===== config.mk =====
export PLATFORM = sky130hd
export DESIGN_NAME = cpc_top
export DESIGN_NICKNAME = d
export VERILOG_FILES = /design/src/hdl/cpc_pkg.sv /design/src/hdl/cpc_sync.sv /design/src/hdl/cpc_edge.sv /design/src/hdl/cpc_top.sv
export VERILOG_INCLUDE_DIRS = /design/src /design/src/hdl
export SDC_FILE = /design/constraint.sdc
export NUM_CORES = 1
export LEC_CHECK = 0
export BUFFER_PORTS_ARGS = -buffer_cell sky130_fd_sc_hd__buf_4
export CAP_MARGIN = 10
export CORE_ASPECT_RATIO = 0.7
export CORE_MARGIN = 3
export CORE_UTILIZATION = 28
export CTS_CLUSTER_SIZE = 14
export DETAILED_ROUTE_END_ITERATION = 6
export PLACE_DENSITY = 0.53
export SKIP_LAST_GASP = 1
export SLEW_MARGIN = 20
export SYNTH_ARGS = -nofsm -noshare
export SYNTH_HDL_FRONTEND = slang
export SYNTH_SLANG_ARGS = --single-unit

===== constraint.sdc =====
create_clock -name REF_CLK -period 2.4 [get_ports REF_CLK]
set_input_delay 0.24 -clock REF_CLK [delete_from_list [all_inputs] [get_ports REF_CLK]]
set_output_delay 0.24 -clock REF_CLK [all_outputs]
set_load 0.05 [all_outputs]

===== src/hdl/cpc_map.svh =====
`ifndef CPC_MAP_SVH
`define CPC_MAP_SVH
// Register byte offsets
`define CPC_CTRL0_OFS 4'h0
`define CPC_CTRL1_OFS 4'h1
`define CPC_INSEL0_OFS 4'h2
`define CPC_INSEL1_OFS 4'h3
`define CPC_PINOUT_OFS 4'h4
`define CPC_SCALER_OFS 4'h5
`define CPC_WINCTL_OFS 4'h6
`define CPC_STATUS_OFS 4'h7
`define CPC_CURR_OFS 4'h8
`define CPC_CURRENT_TRIM_OFS 4'h9
// Writable masks, reserved bits held at zero
`define CPC_CTRL_MASK 8'hF7
`define CPC_INSEL_MASK 8'h3F
`define CPC_PINOUT_MASK 8'h03
`define CPC_SCALER_MASK 8'h3F
`define CPC_WINCTL_MASK 8'h1F
`define CPC_CURR_MASK 8'hC3
`define CPC_CURRENT_TRIM_MASK 8'h0F
// Field positions and register reset value
`define CPC_WIN_EN_BIT 4
`define CPC_CURR_EN_BIT 7
`define CPC_CURR_COMB_BIT 6
`define CPC_WFLAG_BIT 2
`define CPC_RESET_VAL 8'h00
// Positive and negative select codes
`define CPC_NEG_BANDGAP 3'h6
`define CPC_NEG_SCALER 3'h7
`define CPC_POS_RSVD 3'h7
`define CPC_NEG_RSVD 3'h5
`endif


===== src/hdl/cpc_pkg.sv =====
package cpc_pkg;
  typedef enum logic [1:0] {
    CPC_EDGE_TOGGLE = 2'h0,
    CPC_EDGE_RSVD = 2'h1,
    CPC_EDGE_FALL = 2'h2,
    CPC_EDGE_RISE = 2'h3
  } cpc_edge_t;
  typedef enum logic [1:0] {
    CPC_WIN_ABOVE = 2'h0,
    CPC_WIN_INSIDE = 2'h1,
    CPC_WIN_BELOW = 2'h2,
    CPC_WIN_OUTSIDE = 2'h3
  } cpc_win_t;
  typedef enum logic [3:0] {
    CPC_WS_IDLE = 4'h1,
    CPC_WS_ABOVE = 4'h2,
    CPC_WS_INSIDE = 4'h4,
    CPC_WS_BELOW = 4'h8
  } cpc_window_state_t;
endpackage : cpc_pkg


===== src/hdl/cpc_sync.sv =====
module cpc_sync
  import cpc_pkg::*;
(
  input wire logic clk,
  input wire logic nrst,
  input wire logic din,
  output logic dout
);
  logic s1_q;
  logic s2_q;
  logic s3_q;
  // Three stages; change accepted when stage two and three agree
  always_ff @(posedge clk)
  begin
    if (!nrst)
    begin
      s1_q <= 1'b0;
      s2_q <= 1'b0;
      s3_q <= 1'b0;
      dout <= 1'b0;
    end
    else
    begin
      s1_q <= din;
      s2_q <= s1_q;
      s3_q <= s2_q;
      if (s2_q == s3_q)
      begin
        dout <= s3_q;
      end
    end
  end
endmodule : cpc_sync


===== src/hdl/cpc_edge.sv =====
module cpc_edge
  import cpc_pkg::*;
(
  input wire logic clk,
  input wire logic nrst,
  input wire logic enable,
  input wire logic level,
  input wire cpc_edge_t mode,
  output logic event_pulse
);
  logic prev_q;
  logic rise;
  logic fall;
  assign rise = level & ~prev_q;
  assign fall = ~level & prev_q;
  // Edge event, raised whatever the interrupt level
  always_ff @(posedge clk)
  begin
    if (!nrst)
    begin
      prev_q <= 1'b0;
      event_pulse <= 1'b0;
    end
    else
    begin
      prev_q <= level;
      case (mode)
        CPC_EDGE_TOGGLE: event_pulse <= enable & (rise | fall);
        CPC_EDGE_FALL: event_pulse <= enable & fall;
        CPC_EDGE_RISE: event_pulse <= enable & rise;
        default: event_pulse <= 1'b0;
      endcase
    end
  end
endmodule : cpc_edge


===== src/hdl/cpc_top.sv =====
// Contract
// - comparator n active only while its enable bit is one.
// - positive select bits 5:3, codes 0-6 pick pins 0-6, 7 reserved.
// - negative select bits 2:0: pins 0,1,3,5,7, reserved, bandgap, scaler.
// - comparator one pin output bit drives its result onto pin 6.
// - comparator zero pin output bit drives its result onto pin 7.
// - scaler output is supply times (factor plus one) over 64.
// - window mode only while window enable bit 4 is set.
// - window condition: above, inside, below, outside.
// - window level bits 1:0 enable window interrupt and pick priority.
// - status bits 7:6 report window state in window mode.
// - status bits 5 and 4 show comparator one and zero outputs.
// - window flag bit 2 set on condition, cleared by vector or one.
// - comparator flags bits 1:0 set on edge, cleared by vector or one.
// - current control bit 7 turns current source on.
// - combine bit 6 merges sources, doubling each output current.
// - current output enable routes current to negative select pin.
// - edge condition: toggle, reserved, falling, rising.
// - events follow the edge condition regardless of interrupt enable.
// - result is one when positive input exceeds negative input.
//
// Strobed register access is this design's own decision.
module cpc_top
  import cpc_pkg::*;
(
  input wire logic REF_CLK,
  input wire logic NRST,
  input wire logic [3:0] ADDR,
  input wire logic [7:0] WDATA,
  input wire logic WR,
  input wire logic RD,
  output logic [7:0] RDATA,
  input wire logic CMP0_RESULT,
  input wire logic CMP1_RESULT,
  input wire logic VECT_ACK0,
  input wire logic VECT_ACK1,
  input wire logic VECT_ACKW,
  output logic [1:0] CMP_ENABLE,
  output logic [2:0] CMP0_POS_SEL,
  output logic [2:0] CMP0_NEG_SEL,
  output logic [2:0] CMP1_POS_SEL,
  output logic [2:0] CMP1_NEG_SEL,
  output logic [1:0] CMP0_HYST,
  output logic [1:0] CMP1_HYST,
  output logic [5:0] SCALE_FACTOR,
  output logic PIN6_OUT,
  output logic PIN6_OE,
  output logic PIN7_OUT,
  output logic PIN7_OE,
  output logic CURR_ENABLE,
  output logic CURR_COMBINE,
  output logic [1:0] CURR_OUT_EN,
  output logic [3:0] CURR_TRIM,
  output logic [1:0] EVENT_CMP,
  output logic EVENT_WIN,
  output logic [1:0] IRQ0_LEVEL,
  output logic [1:0] IRQ1_LEVEL,
  output logic [1:0] IRQW_LEVEL
);
`include "cpc_map.svh"
  logic [7:0] ctrl0_q;
  logic [7:0] ctrl1_q;
  logic [7:0] insel0_q;
  logic [7:0] insel1_q;
  logic [7:0] pinout_q;
  logic [7:0] scaler_q;
  logic [7:0] winctl_q;
  logic [7:0] curr_q;
  logic [7:0] current_trim_q;
  logic [2:0] flags_q;
  logic cmp0_s;
  logic cmp1_s;
  logic [1:0] cmp_ev;
  logic win_on;
  cpc_win_t win_now;
  cpc_window_state_t ws_q;
  cpc_window_state_t ws_d;
  logic win_ev;
  logic [2:0] clr;
  logic [7:0] status;

  // Result pins arrive from analog cores, so they are synchronised
  cpc_sync u_sync0 (.clk(REF_CLK), .nrst(NRST), .din(CMP0_RESULT), .dout(cmp0_s));
  cpc_sync u_sync1 (.clk(REF_CLK), .nrst(NRST), .din(CMP1_RESULT), .dout(cmp1_s));

  // Per-comparator edge events
  cpc_edge u_edge0 (.clk(REF_CLK), .nrst(NRST), .enable(ctrl0_q[0]), .level(cmp0_s),
    .mode(cpc_edge_t'(ctrl0_q[7:6])), .event_pulse(cmp_ev[0]));
  cpc_edge u_edge1 (.clk(REF_CLK), .nrst(NRST), .enable(ctrl1_q[0]), .level(cmp1_s),
    .mode(cpc_edge_t'(ctrl1_q[7:6])), .event_pulse(cmp_ev[1]));

  // Control register writes, reserved bits masked off
  always_ff @(posedge REF_CLK)
  begin
    if (!NRST)
    begin
      ctrl0_q <= `CPC_RESET_VAL;
      ctrl1_q <= `CPC_RESET_VAL;
      insel0_q <= `CPC_RESET_VAL;
      insel1_q <= `CPC_RESET_VAL;
      pinout_q <= `CPC_RESET_VAL;
      scaler_q <= `CPC_RESET_VAL;
      winctl_q <= `CPC_RESET_VAL;
      curr_q <= `CPC_RESET_VAL;
      current_trim_q <= `CPC_RESET_VAL;
    end
    else if (WR)
    begin
      if (ADDR == `CPC_CTRL0_OFS)
        ctrl0_q <= WDATA & `CPC_CTRL_MASK;
      else if (ADDR == `CPC_CTRL1_OFS)
        ctrl1_q <= WDATA & `CPC_CTRL_MASK;
      else if (ADDR == `CPC_INSEL0_OFS)
        insel0_q <= WDATA & `CPC_INSEL_MASK;
      else if (ADDR == `CPC_INSEL1_OFS)
        insel1_q <= WDATA & `CPC_INSEL_MASK;
      else if (ADDR == `CPC_PINOUT_OFS)
        pinout_q <= WDATA & `CPC_PINOUT_MASK;
      else if (ADDR == `CPC_SCALER_OFS)
        scaler_q <= WDATA & `CPC_SCALER_MASK;
      else if (ADDR == `CPC_WINCTL_OFS)
        winctl_q <= WDATA & `CPC_WINCTL_MASK;
      else if (ADDR == `CPC_CURR_OFS)
        curr_q <= WDATA & `CPC_CURR_MASK;
      else if (ADDR == `CPC_CURRENT_TRIM_OFS)
        current_trim_q <= WDATA & `CPC_CURRENT_TRIM_MASK;
    end
  end

  // Window classification: comparator zero upper, comparator one lower
  assign win_on = winctl_q[`CPC_WIN_EN_BIT] & ctrl0_q[0] & ctrl1_q[0];
  always_comb
  begin
    if (cmp0_s)
      win_now = CPC_WIN_ABOVE;
    else if (cmp1_s)
      win_now = CPC_WIN_INSIDE;
    else
      win_now = CPC_WIN_BELOW;
  end

  // Window state tracker, idle outside window mode
  always_comb
  begin
    ws_d = ws_q;
    case (ws_q)
      CPC_WS_IDLE,
      CPC_WS_ABOVE,
      CPC_WS_INSIDE,
      CPC_WS_BELOW:
      begin
        if (!win_on)
          ws_d = CPC_WS_IDLE;
        else if (win_now == CPC_WIN_ABOVE)
          ws_d = CPC_WS_ABOVE;
        else if (win_now == CPC_WIN_INSIDE)
          ws_d = CPC_WS_INSIDE;
        else
          ws_d = CPC_WS_BELOW;
      end
      default: ws_d = CPC_WS_IDLE;
    endcase
  end

  always_ff @(posedge REF_CLK)
  begin
    if (!NRST)
      ws_q <= CPC_WS_IDLE;
    else
      ws_q <= ws_d;
  end

  // Window event on entry to the configured condition
  always_comb
  begin
    win_ev = 1'b0;
    if (ws_d != ws_q && ws_d != CPC_WS_IDLE)
    begin
      case (cpc_win_t'(winctl_q[3:2]))
        CPC_WIN_ABOVE: win_ev = (ws_d == CPC_WS_ABOVE);
        CPC_WIN_INSIDE: win_ev = (ws_d == CPC_WS_INSIDE);
        CPC_WIN_BELOW: win_ev = (ws_d == CPC_WS_BELOW);
        default: win_ev = (ws_d != CPC_WS_INSIDE) && (ws_q == CPC_WS_INSIDE
          || ws_q == CPC_WS_IDLE);
      endcase
    end
  end

  // Flag clears: vector acknowledge or write of one
  assign clr[0] = VECT_ACK0 | (WR && ADDR == `CPC_STATUS_OFS && WDATA[0]);
  assign clr[1] = VECT_ACK1 | (WR && ADDR == `CPC_STATUS_OFS && WDATA[1]);
  assign clr[2] = VECT_ACKW | (WR && ADDR == `CPC_STATUS_OFS && WDATA[`CPC_WFLAG_BIT]);

  // Sticky flags, a set in the clear cycle wins
  always_ff @(posedge REF_CLK)
  begin
    if (!NRST)
      flags_q <= 3'h0;
    else
    begin
      flags_q[0] <= cmp_ev[0] | (flags_q[0] & ~clr[0]);
      flags_q[1] <= cmp_ev[1] | (flags_q[1] & ~clr[1]);
      flags_q[2] <= (win_ev & (win_on)) | (flags_q[2] & ~clr[2]);
    end
  end

  // Window state shown only in window mode
  always_comb
  begin
    status = {2'h0, cmp1_s, cmp0_s, 1'b0, flags_q};
    if (win_on)
      status[7:6] = win_now;
  end

  // Read data in the cycle after the read strobe
  always_ff @(posedge REF_CLK)
  begin
    if (!NRST)
      RDATA <= 8'h00;
    else if (!RD)
      RDATA <= 8'h00;
    else if (ADDR == `CPC_CTRL0_OFS)
      RDATA <= ctrl0_q;
    else if (ADDR == `CPC_CTRL1_OFS)
      RDATA <= ctrl1_q;
    else if (ADDR == `CPC_INSEL0_OFS)
      RDATA <= insel0_q;
    else if (ADDR == `CPC_INSEL1_OFS)
      RDATA <= insel1_q;
    else if (ADDR == `CPC_PINOUT_OFS)
      RDATA <= pinout_q;
    else if (ADDR == `CPC_SCALER_OFS)
      RDATA <= scaler_q;
    else if (ADDR == `CPC_WINCTL_OFS)
      RDATA <= winctl_q;
    else if (ADDR == `CPC_STATUS_OFS)
      RDATA <= status;
    else if (ADDR == `CPC_CURR_OFS)
      RDATA <= curr_q;
    else if (ADDR == `CPC_CURRENT_TRIM_OFS)
      RDATA <= current_trim_q;
    else
      RDATA <= 8'h00;
  end

  // Analog core controls, registered
  always_ff @(posedge REF_CLK)
  begin
    if (!NRST)
    begin
      CMP_ENABLE <= 2'h0;
      CMP0_POS_SEL <= 3'h0;
      CMP0_NEG_SEL <= 3'h0;
      CMP1_POS_SEL <= 3'h0;
      CMP1_NEG_SEL <= 3'h0;
      CMP0_HYST <= 2'h0;
      CMP1_HYST <= 2'h0;
      SCALE_FACTOR <= 6'h00;
    end
    else
    begin
      CMP_ENABLE <= {ctrl1_q[0], ctrl0_q[0]};
      CMP0_POS_SEL <= insel0_q[5:3];
      CMP0_NEG_SEL <= insel0_q[2:0];
      CMP1_POS_SEL <= insel1_q[5:3];
      CMP1_NEG_SEL <= insel1_q[2:0];
      CMP0_HYST <= (ctrl0_q[2:1] == 2'h3) ? 2'h0 : ctrl0_q[2:1];
      CMP1_HYST <= (ctrl1_q[2:1] == 2'h3) ? 2'h0 : ctrl1_q[2:1];
      SCALE_FACTOR <= scaler_q[5:0];
    end
  end

  // Pin routing of results and current source
  always_ff @(posedge REF_CLK)
  begin
    if (!NRST)
    begin
      PIN6_OUT <= 1'b0;
      PIN6_OE <= 1'b0;
      PIN7_OUT <= 1'b0;
      PIN7_OE <= 1'b0;
      CURR_ENABLE <= 1'b0;
      CURR_COMBINE <= 1'b0;
      CURR_OUT_EN <= 2'h0;
      CURR_TRIM <= 4'h0;
    end
    else
    begin
      PIN6_OE <= pinout_q[1];
      PIN6_OUT <= pinout_q[1] & cmp1_s;
      PIN7_OE <= pinout_q[0];
      PIN7_OUT <= pinout_q[0] & cmp0_s;
      CURR_ENABLE <= curr_q[`CPC_CURR_EN_BIT];
      CURR_COMBINE <= curr_q[`CPC_CURR_COMB_BIT];
      CURR_OUT_EN <= curr_q[1:0];
      CURR_TRIM <= current_trim_q[3:0];
    end
  end

  // Events and interrupt requests
  always_ff @(posedge REF_CLK)
  begin
    if (!NRST)
    begin
      EVENT_CMP <= 2'h0;
      EVENT_WIN <= 1'b0;
      IRQ0_LEVEL <= 2'h0;
      IRQ1_LEVEL <= 2'h0;
      IRQW_LEVEL <= 2'h0;
    end
    else
    begin
      EVENT_CMP <= cmp_ev;
      EVENT_WIN <= win_ev & win_on;
      IRQ0_LEVEL <= flags_q[0] ? ctrl0_q[5:4] : 2'h0;
      IRQ1_LEVEL <= flags_q[1] ? ctrl1_q[5:4] : 2'h0;
      IRQW_LEVEL <= flags_q[2] ? winctl_q[1:0] : 2'h0;
    end
  end

  flag_set_a: assert property (@(posedge REF_CLK) disable iff (!NRST)
    cmp_ev[0] |=> flags_q[0]) else $error("flag zero not set");
  wflag_clr_a: assert property (@(posedge REF_CLK) disable iff (!NRST)
    (VECT_ACKW && !(win_ev && win_on)) |=> !flags_q[2]) else $error("window flag kept");
  irq_gate_a: assert property (@(posedge REF_CLK) disable iff (!NRST)
    (IRQ0_LEVEL != 2'h0) |-> $past(flags_q[0])) else $error("irq without flag");
  pin_route_a: assert property (@(posedge REF_CLK) disable iff (!NRST)
    !pinout_q[1] |=> !PIN6_OE) else $error("pin six driven");
  pin7_route_a: assert property (@(posedge REF_CLK) disable iff (!NRST)
    pinout_q[0] |=> PIN7_OE && PIN7_OUT == $past(cmp0_s)) else $error("pin seven");
  win_off_a: assert property (@(posedge REF_CLK) disable iff (!NRST)
    !win_on |-> status[7:6] == 2'h0) else $error("window state leaked");
  cmp_en_a: assert property (@(posedge REF_CLK) disable iff (!NRST)
    !ctrl0_q[0] |=> !CMP_ENABLE[0]) else $error("comparator active");
  curr_on_a: assert property (@(posedge REF_CLK) disable iff (!NRST)
    curr_q[7] |=> CURR_ENABLE) else $error("current off");
  pin6_drive_a: assert property (@(posedge REF_CLK) disable iff (!NRST)
    pinout_q[1] |=> PIN6_OE && PIN6_OUT == $past(cmp1_s)) else $error("pin six");
  irqw_gate_a: assert property (@(posedge REF_CLK) disable iff (!NRST)
    (IRQW_LEVEL != 2'h0) |-> $past(flags_q[2])) else $error("window irq no flag");
  comb_copy_a: assert property (@(posedge REF_CLK) disable iff (!NRST)
    curr_q[6] |=> CURR_COMBINE) else $error("combine off");
endmodule : cpc_top


; ---- Word-level counts from Yosys, hierarchy flattened
; Cells that the tools add are included.
[totals]
reg_bits = 119
out_inout_bits = 53
[classes]
n_eq_ne = 30
muxes = 21
n_reduce_logical = 29
bitwise_logic = 43
[op_table]
columns = op, count
row1 = 8-bit 2-to-1 mux, 9
row2 = 4-bit by 3-bit == test with 1-bit output (second input constant), 6
row3 = 4-bit 2-to-1 mux, 5
row4 = 1-bit AND, 18
row5 = 1-bit inverter, 17
row6 = 4-bit by 2-bit == test with 1-bit output (second input constant), 4
row7 = 4-bit == test (second input constant), 4
row8 = 2-bit == test (second input constant), 7
row9 = 10-bit AND reduction, 1
row10 = 2-bit AND reduction, 5
row11 = 1-bit case mux with 3 select lines, 3
row12 = 9-bit AND reduction, 1
row13 = 4-bit by 1-bit == test with 1-bit output (second input constant), 2
row14 = 2-bit zero test, 4
row15 = 1-bit bitwise OR, 8
row16 = 8-bit AND reduction, 1
row17 = 7-bit AND reduction, 1
row18 = 1-bit logical AND, 6
row19 = 2-bit 2-to-1 mux, 3
row20 = 6-bit AND reduction, 1
row21 = 5-bit AND reduction, 1
row22 = 2-bit by 1-bit == test with 1-bit output (second input constant), 2
row23 = 4-bit zero test, 1
row24 = 4-bit by 1-bit inequality test with 1-bit output (second input constant), 1
row25 = other kinds (10), 12

; ---- Depth between registers and ports, before layout
[logic_depth]
ltp_word = 13
mapped_depth = 7
depth_no_buf = 7

; ---- Cells and area by module
; From an unflattened synthesis, not the netlist that was laid out.
[hier_totals]
hier_cells = 501
hier_area_um2 = 4822.1
[by_module_without_submodules]
columns = mod, area_each_um2, cells_per_inst, seq_area_each_um2, instances
row1 = cpc_top, 4359.2, 459, 2142.1, 1
row2 = cpc_sync, 116.4, 10, 80.1, 2
row3 = cpc_edge, 115.1, 11, 40.0, 2

; ---- Worst setup path before layout
; Ideal clock, no wire load.
[synth_timing]
path_kind = register -> register
start = register ws_q[0]
end = register EVENT_WIN
stages_incl_launch_ff = 6
arrival_ns = 1.508
setup_slack_ns = 0.804
required_time_ns = 2.312
setup_ns = 0.088
cell_sequence = dfxtp_1 or4b_1 o311ai_2 a21boi_2 nor3_1 nor4_2
[synth_via]
elab_chain_len = 8
word_cells_on_any_way = 18
cone_classes = 10 x eq/ne / 3 x mux / 1 x bitwise / 4 x reduce/logical
[synth_rtl]
columns = item, line_no
row1 = start: declaration, cpc_top.sv:76  ; cpc_window_state_t ws_q;
row2 = start signal: assignment, cpc_top.sv:170  ; ws_q <= ws_d;
row3 = "4-bit by 3-bit == test with 1-bit output, or another cell as far along", "cpc_top.sv:146, cpc_top.sv:183"
row4 = 4-bit OR reduction, cpc_top.sv:146  ; case (ws_q)
row5 = 4-bit 2-to-1 mux, cpc_top.sv:146
row6 = 4-bit by 3-bit inequality test with 1-bit output, cpc_top.sv:183  ; default: win_ev = (ws_d != CPC_WS_INSIDE) && (ws_q == CPC_WS_INSIDE
row7 = 1-bit logical AND, cpc_top.sv:183
row8 = 1-bit case mux with 3 select lines, cpc_top.sv:179  ; case (cpc_win_t'(winctl_q[3:2]))
row9 = 1-bit 2-to-1 mux (*), cpc_top.sv:177  ; if (ws_d != ws_q && ws_d != CPC_WS_IDLE)
row10 = 1-bit AND (*), cpc_top.sv:314  ; EVENT_WIN <= win_ev & win_on;
row11 = end signal: assignment, cpc_top.sv:314
row12 = end: declaration, cpc_top.sv:55  ; output logic EVENT_WIN,
; Every way passes the cells marked *; elsewhere a longest branch is shown, timed or not.
; A chain may end at the register's enable or synchronous reset.

; ---- Worst setup path in the final report
[layout_timing]
start = register winctl_q[3]
end = register EVENT_WIN
[layout_via]
elab_chain_len = 4
word_cells_on_any_way = 6
cone_classes = 2 x eq/ne / 2 x mux / 1 x bitwise / 1 x reduce/logical
[layout_rtl]
columns = item, line_no
row1 = start: declaration, cpc_top.sv:67  ; logic [7:0] winctl_q;
row2 = start signal: assignment, cpc_top.sv:103  ; winctl_q <= `CPC_RESET_VAL;
row3 = start signal: assignment, cpc_top.sv:122  ; winctl_q <= WDATA & `CPC_WINCTL_MASK;
row4 = "2-bit == test, or another cell as far along", cpc_top.sv:179
row5 = 1-bit case mux with 3 select lines (*), cpc_top.sv:179
row6 = 1-bit 2-to-1 mux (*), cpc_top.sv:177
row7 = 1-bit AND (*), cpc_top.sv:314
; Marks and branches as above.

==> flow_summary.toml <==
[run_status]
outcome = "completed"

[synth]
synth_edf_count = 0
ys_ff_latch = 119
yosys_warnings = 0
avgSynthCellArea_um2 = 9.86
synth-simple-area-share_pct = 22.3
syn_nets = 508
synthArstFlopShare_pct = 0
synth-main-ff-cell = "dfxtp_1"
ys_seq_area_share_pct = 50.4
synth_compound_area_share_pct = 10.5
ys_top_cells_by_area = "dfxtp_1 (50%), mux2i_1 (9.9%), nor2b_1 (5.7%)"
synth_xor_area_share_pct = 0.370
synth_top_family_by_area = "simple AND/OR/NAND/NOR gates"
synthAdderAreaFrac_pct = 1.85
yosys.area.top_type = "dfxtp_1"
synth_area_um2 = 4730
postSynthCellCount = 480
yosysTopAreaCellShare_pct = 50.4
netlist-cell-type-count = 53
synth.area.mux_share_pct = 11.1

[sta]
finClkSkew_ps = 21.7
worst_pin_slew_ps = 628
setup_viol = 0
slew_headroom_pct = 58.0
timing.final.crit_share_pct = 75.4
final_hold_viol_count = 0
setup_ws_ps = 589
grt_setup_unrepaired = "no"
fin_crit_ps = 1810
tns_ps = 0
fmax_ghz = 0.552
holdWs_ps = 29.6
drv_slew = 0

[global_routing]
track_usage_pct = 14.5
grt.overflow.total = 0
grt_max_degree = 56
grt_pass1_wl_mm = 20.3
first_global_vias = 3533
antenna_found_initial = 0

[clocking]
postCtsHoldBufs = 0
postCtsSetupBuffers = 0
clk-insertion-delay-late_ps = 410
htreeDepth = 4
cts_tree = "yes"
cts_resized = 0
path_clk_slew_ps = 60
clock_sinks = 119
cts_max_path_buffers = 2
cts_made_buffers = 17
cts-root-buf = "clkbuf_16"

[layout]
drive_gt1_share_pct = 21.7
final_cell_count_no_fill = 787
multiInputGateArea_um2 = 2190
utilization_pct = 36.9
syn_to_final_growth_pct = 28.2
antennaDiodeCount = 0
seq_area_um2 = 2380
n_fill_cell = 1656
final_nets = 577
stdcell_area_um2 = 6070

[setup_path]
required_ps = 2700
crit_fanout = 5
path_class = "reg2reg"
end_kind = "register"
cp-start-kind = "register"
arrival_ps = 2110

[die]
ios = 74
initial_core_util_pct = 28.8
core_area_um2 = 16400
die_w_um = 161
die_h_um = 115
die_area_um2 = 18500
row_count = 39

[route]
dr.pass1.iters = 4
drc = 0
totalWireLength_mm = 13.0
wl_per_cell_um = 16.6
drt_iter0_drc = 227
vias_per_cell = 4.55
ant_nets = 0
num_vias = 3579

[power_and_ir_drop]
total_power_mw = 4.73
vdd_drop_max_uv = 435
power_density_nw_per_um2 = 780
p_leak_nw = 2.53

[run]
maxCapViolations = 0

[place]
dpl-instance-area_um2 = 5480
dp_slack_ps = 414
place_inst = 755
finalWeightedCongestion = 0.919
dpl.hpwl_mm = 9.49
port_buffers = 73

[worst_hold_path]
hold_path_class = "in2reg"
-- final timing paths --
check	to	slack, ps	depth (start not counted)	start
max	EVENT_WIN	590	6	winctl_q[3]
min	u_sync1.s1_q	30	2	CMP1_RESULT
max reg2reg	EVENT_WIN	590	6	winctl_q[3]
min reg2reg	u_sync0.s2_q	440	1	u_sync0.s1_q
-- where the power goes --
part | switching (mW) | leakage [nW] | internal [mW]
combinational | 0.147 | 1.28 | 0.0835
clock | 0.862 | 0.292 | 1.63
sequential | 0.0142 | 0.961 | 2.00
-- sequential cells by signal (all words and copies together) (netlist names), 3 cells and up --
signal and cells:
ctrl1_q 7, CMP1_POS_SEL 3, RDATA 8, SCALE_FACTOR 6
insel0_q 6, CMP0_POS_SEL 3, flags_q 3, ws_q 4
curr_q 4, CMP1_NEG_SEL 3, scaler_q 6, CURR_TRIM 4
insel1_q 6, CMP0_NEG_SEL 3, ctrl0_q 7, current_trim_q 4
winctl_q 5
-- cells by family after synthesis --
| kind of cell | after synthesis |
|---|---|
| flip-flops | 119 |
| XOR/XNOR | 2 |
| adder cells (fa/ha/maj) | 7 |
| AO/OA/AOI/OAI | 73 |
| multiplexers | 50 |
| AND/OR/NAND/NOR | 187 |
| buffers and inverters | 42 |
-- Yosys cell counts (2+ instances only) --
library cell	number
o21ai_0	22
o2bb2ai_1	2
a31oi_1	3
and2_1	42
a221oi_1	2
nor3_1	8
o2111ai_1	2
xnor2_1	2
nor2b_1	43
a21oi_1	8
nand3_1	10
mux4_2	2
o21bai_1	2
nor2_2	2
o32ai_1	2
nand2b_1	4
mux2i_1	47
nand2_1	29
ha_1	7
buf_2	4
a32oi_1	2
and3_1	8
clkbuf_1	22
o22ai_1	3
dfxtp_1	119
o31ai_1	3
inv_1	16
or4b_1	2
a211oi_1	3
nor2_1	24
a21boi_0	11
and3_2	3
-- final cells by class --
cell class	instances	share of cell area [%]
Sequential cell	119	39.3
Timing Repair Buffer	76	9.41
Clock buffer	23	8.04
Tap cell	225	4.64
Multi-Input combinational cell	319	36.0
Inverter	16	0.990
Clock inverter	9	1.61
-- layout by cell type (no fill, tap or decap), types with 4 or more instances in the layout --
cell type,netlist,routed
inv_1,16,16
nor3_1,8,8
buf_4,0,76
mux2i_1,47,47
a21oi_1,8,8
nand3_1,10,10
and3_1,8,8
nand2_1,29,29
nand2b_1,4,4
o21ai_0,22,22
clkbuf_8,0,4
nor2_1,24,24
and2_1,42,42
dfxtp_1,119,119
clkbuf_16,0,17
a21boi_0,11,11
ha_1,7,7
clkinv_2,0,6
nor2b_1,43,43
-- worst max-delay path, stage by stage, from the launching register on --
cell	delay [ps]
dfxtp_1	440
ha_1	210
inv_1	70
or4_1	510
a21oi_1	150
nor3_1	80
nor4_2	230
-- layer usage --
layer / track usage [%] / wire, µm / vias up
met3: 4.86 / 912 / 7
met4: 3.90 / 75 / 0
li1: - / - / 1785
met1: 21.4 / 6760 / 1679
met5: 0 / 0 / -
met2: 20.1 / 5290 / 108
Power figures use the tool's default switching activity.
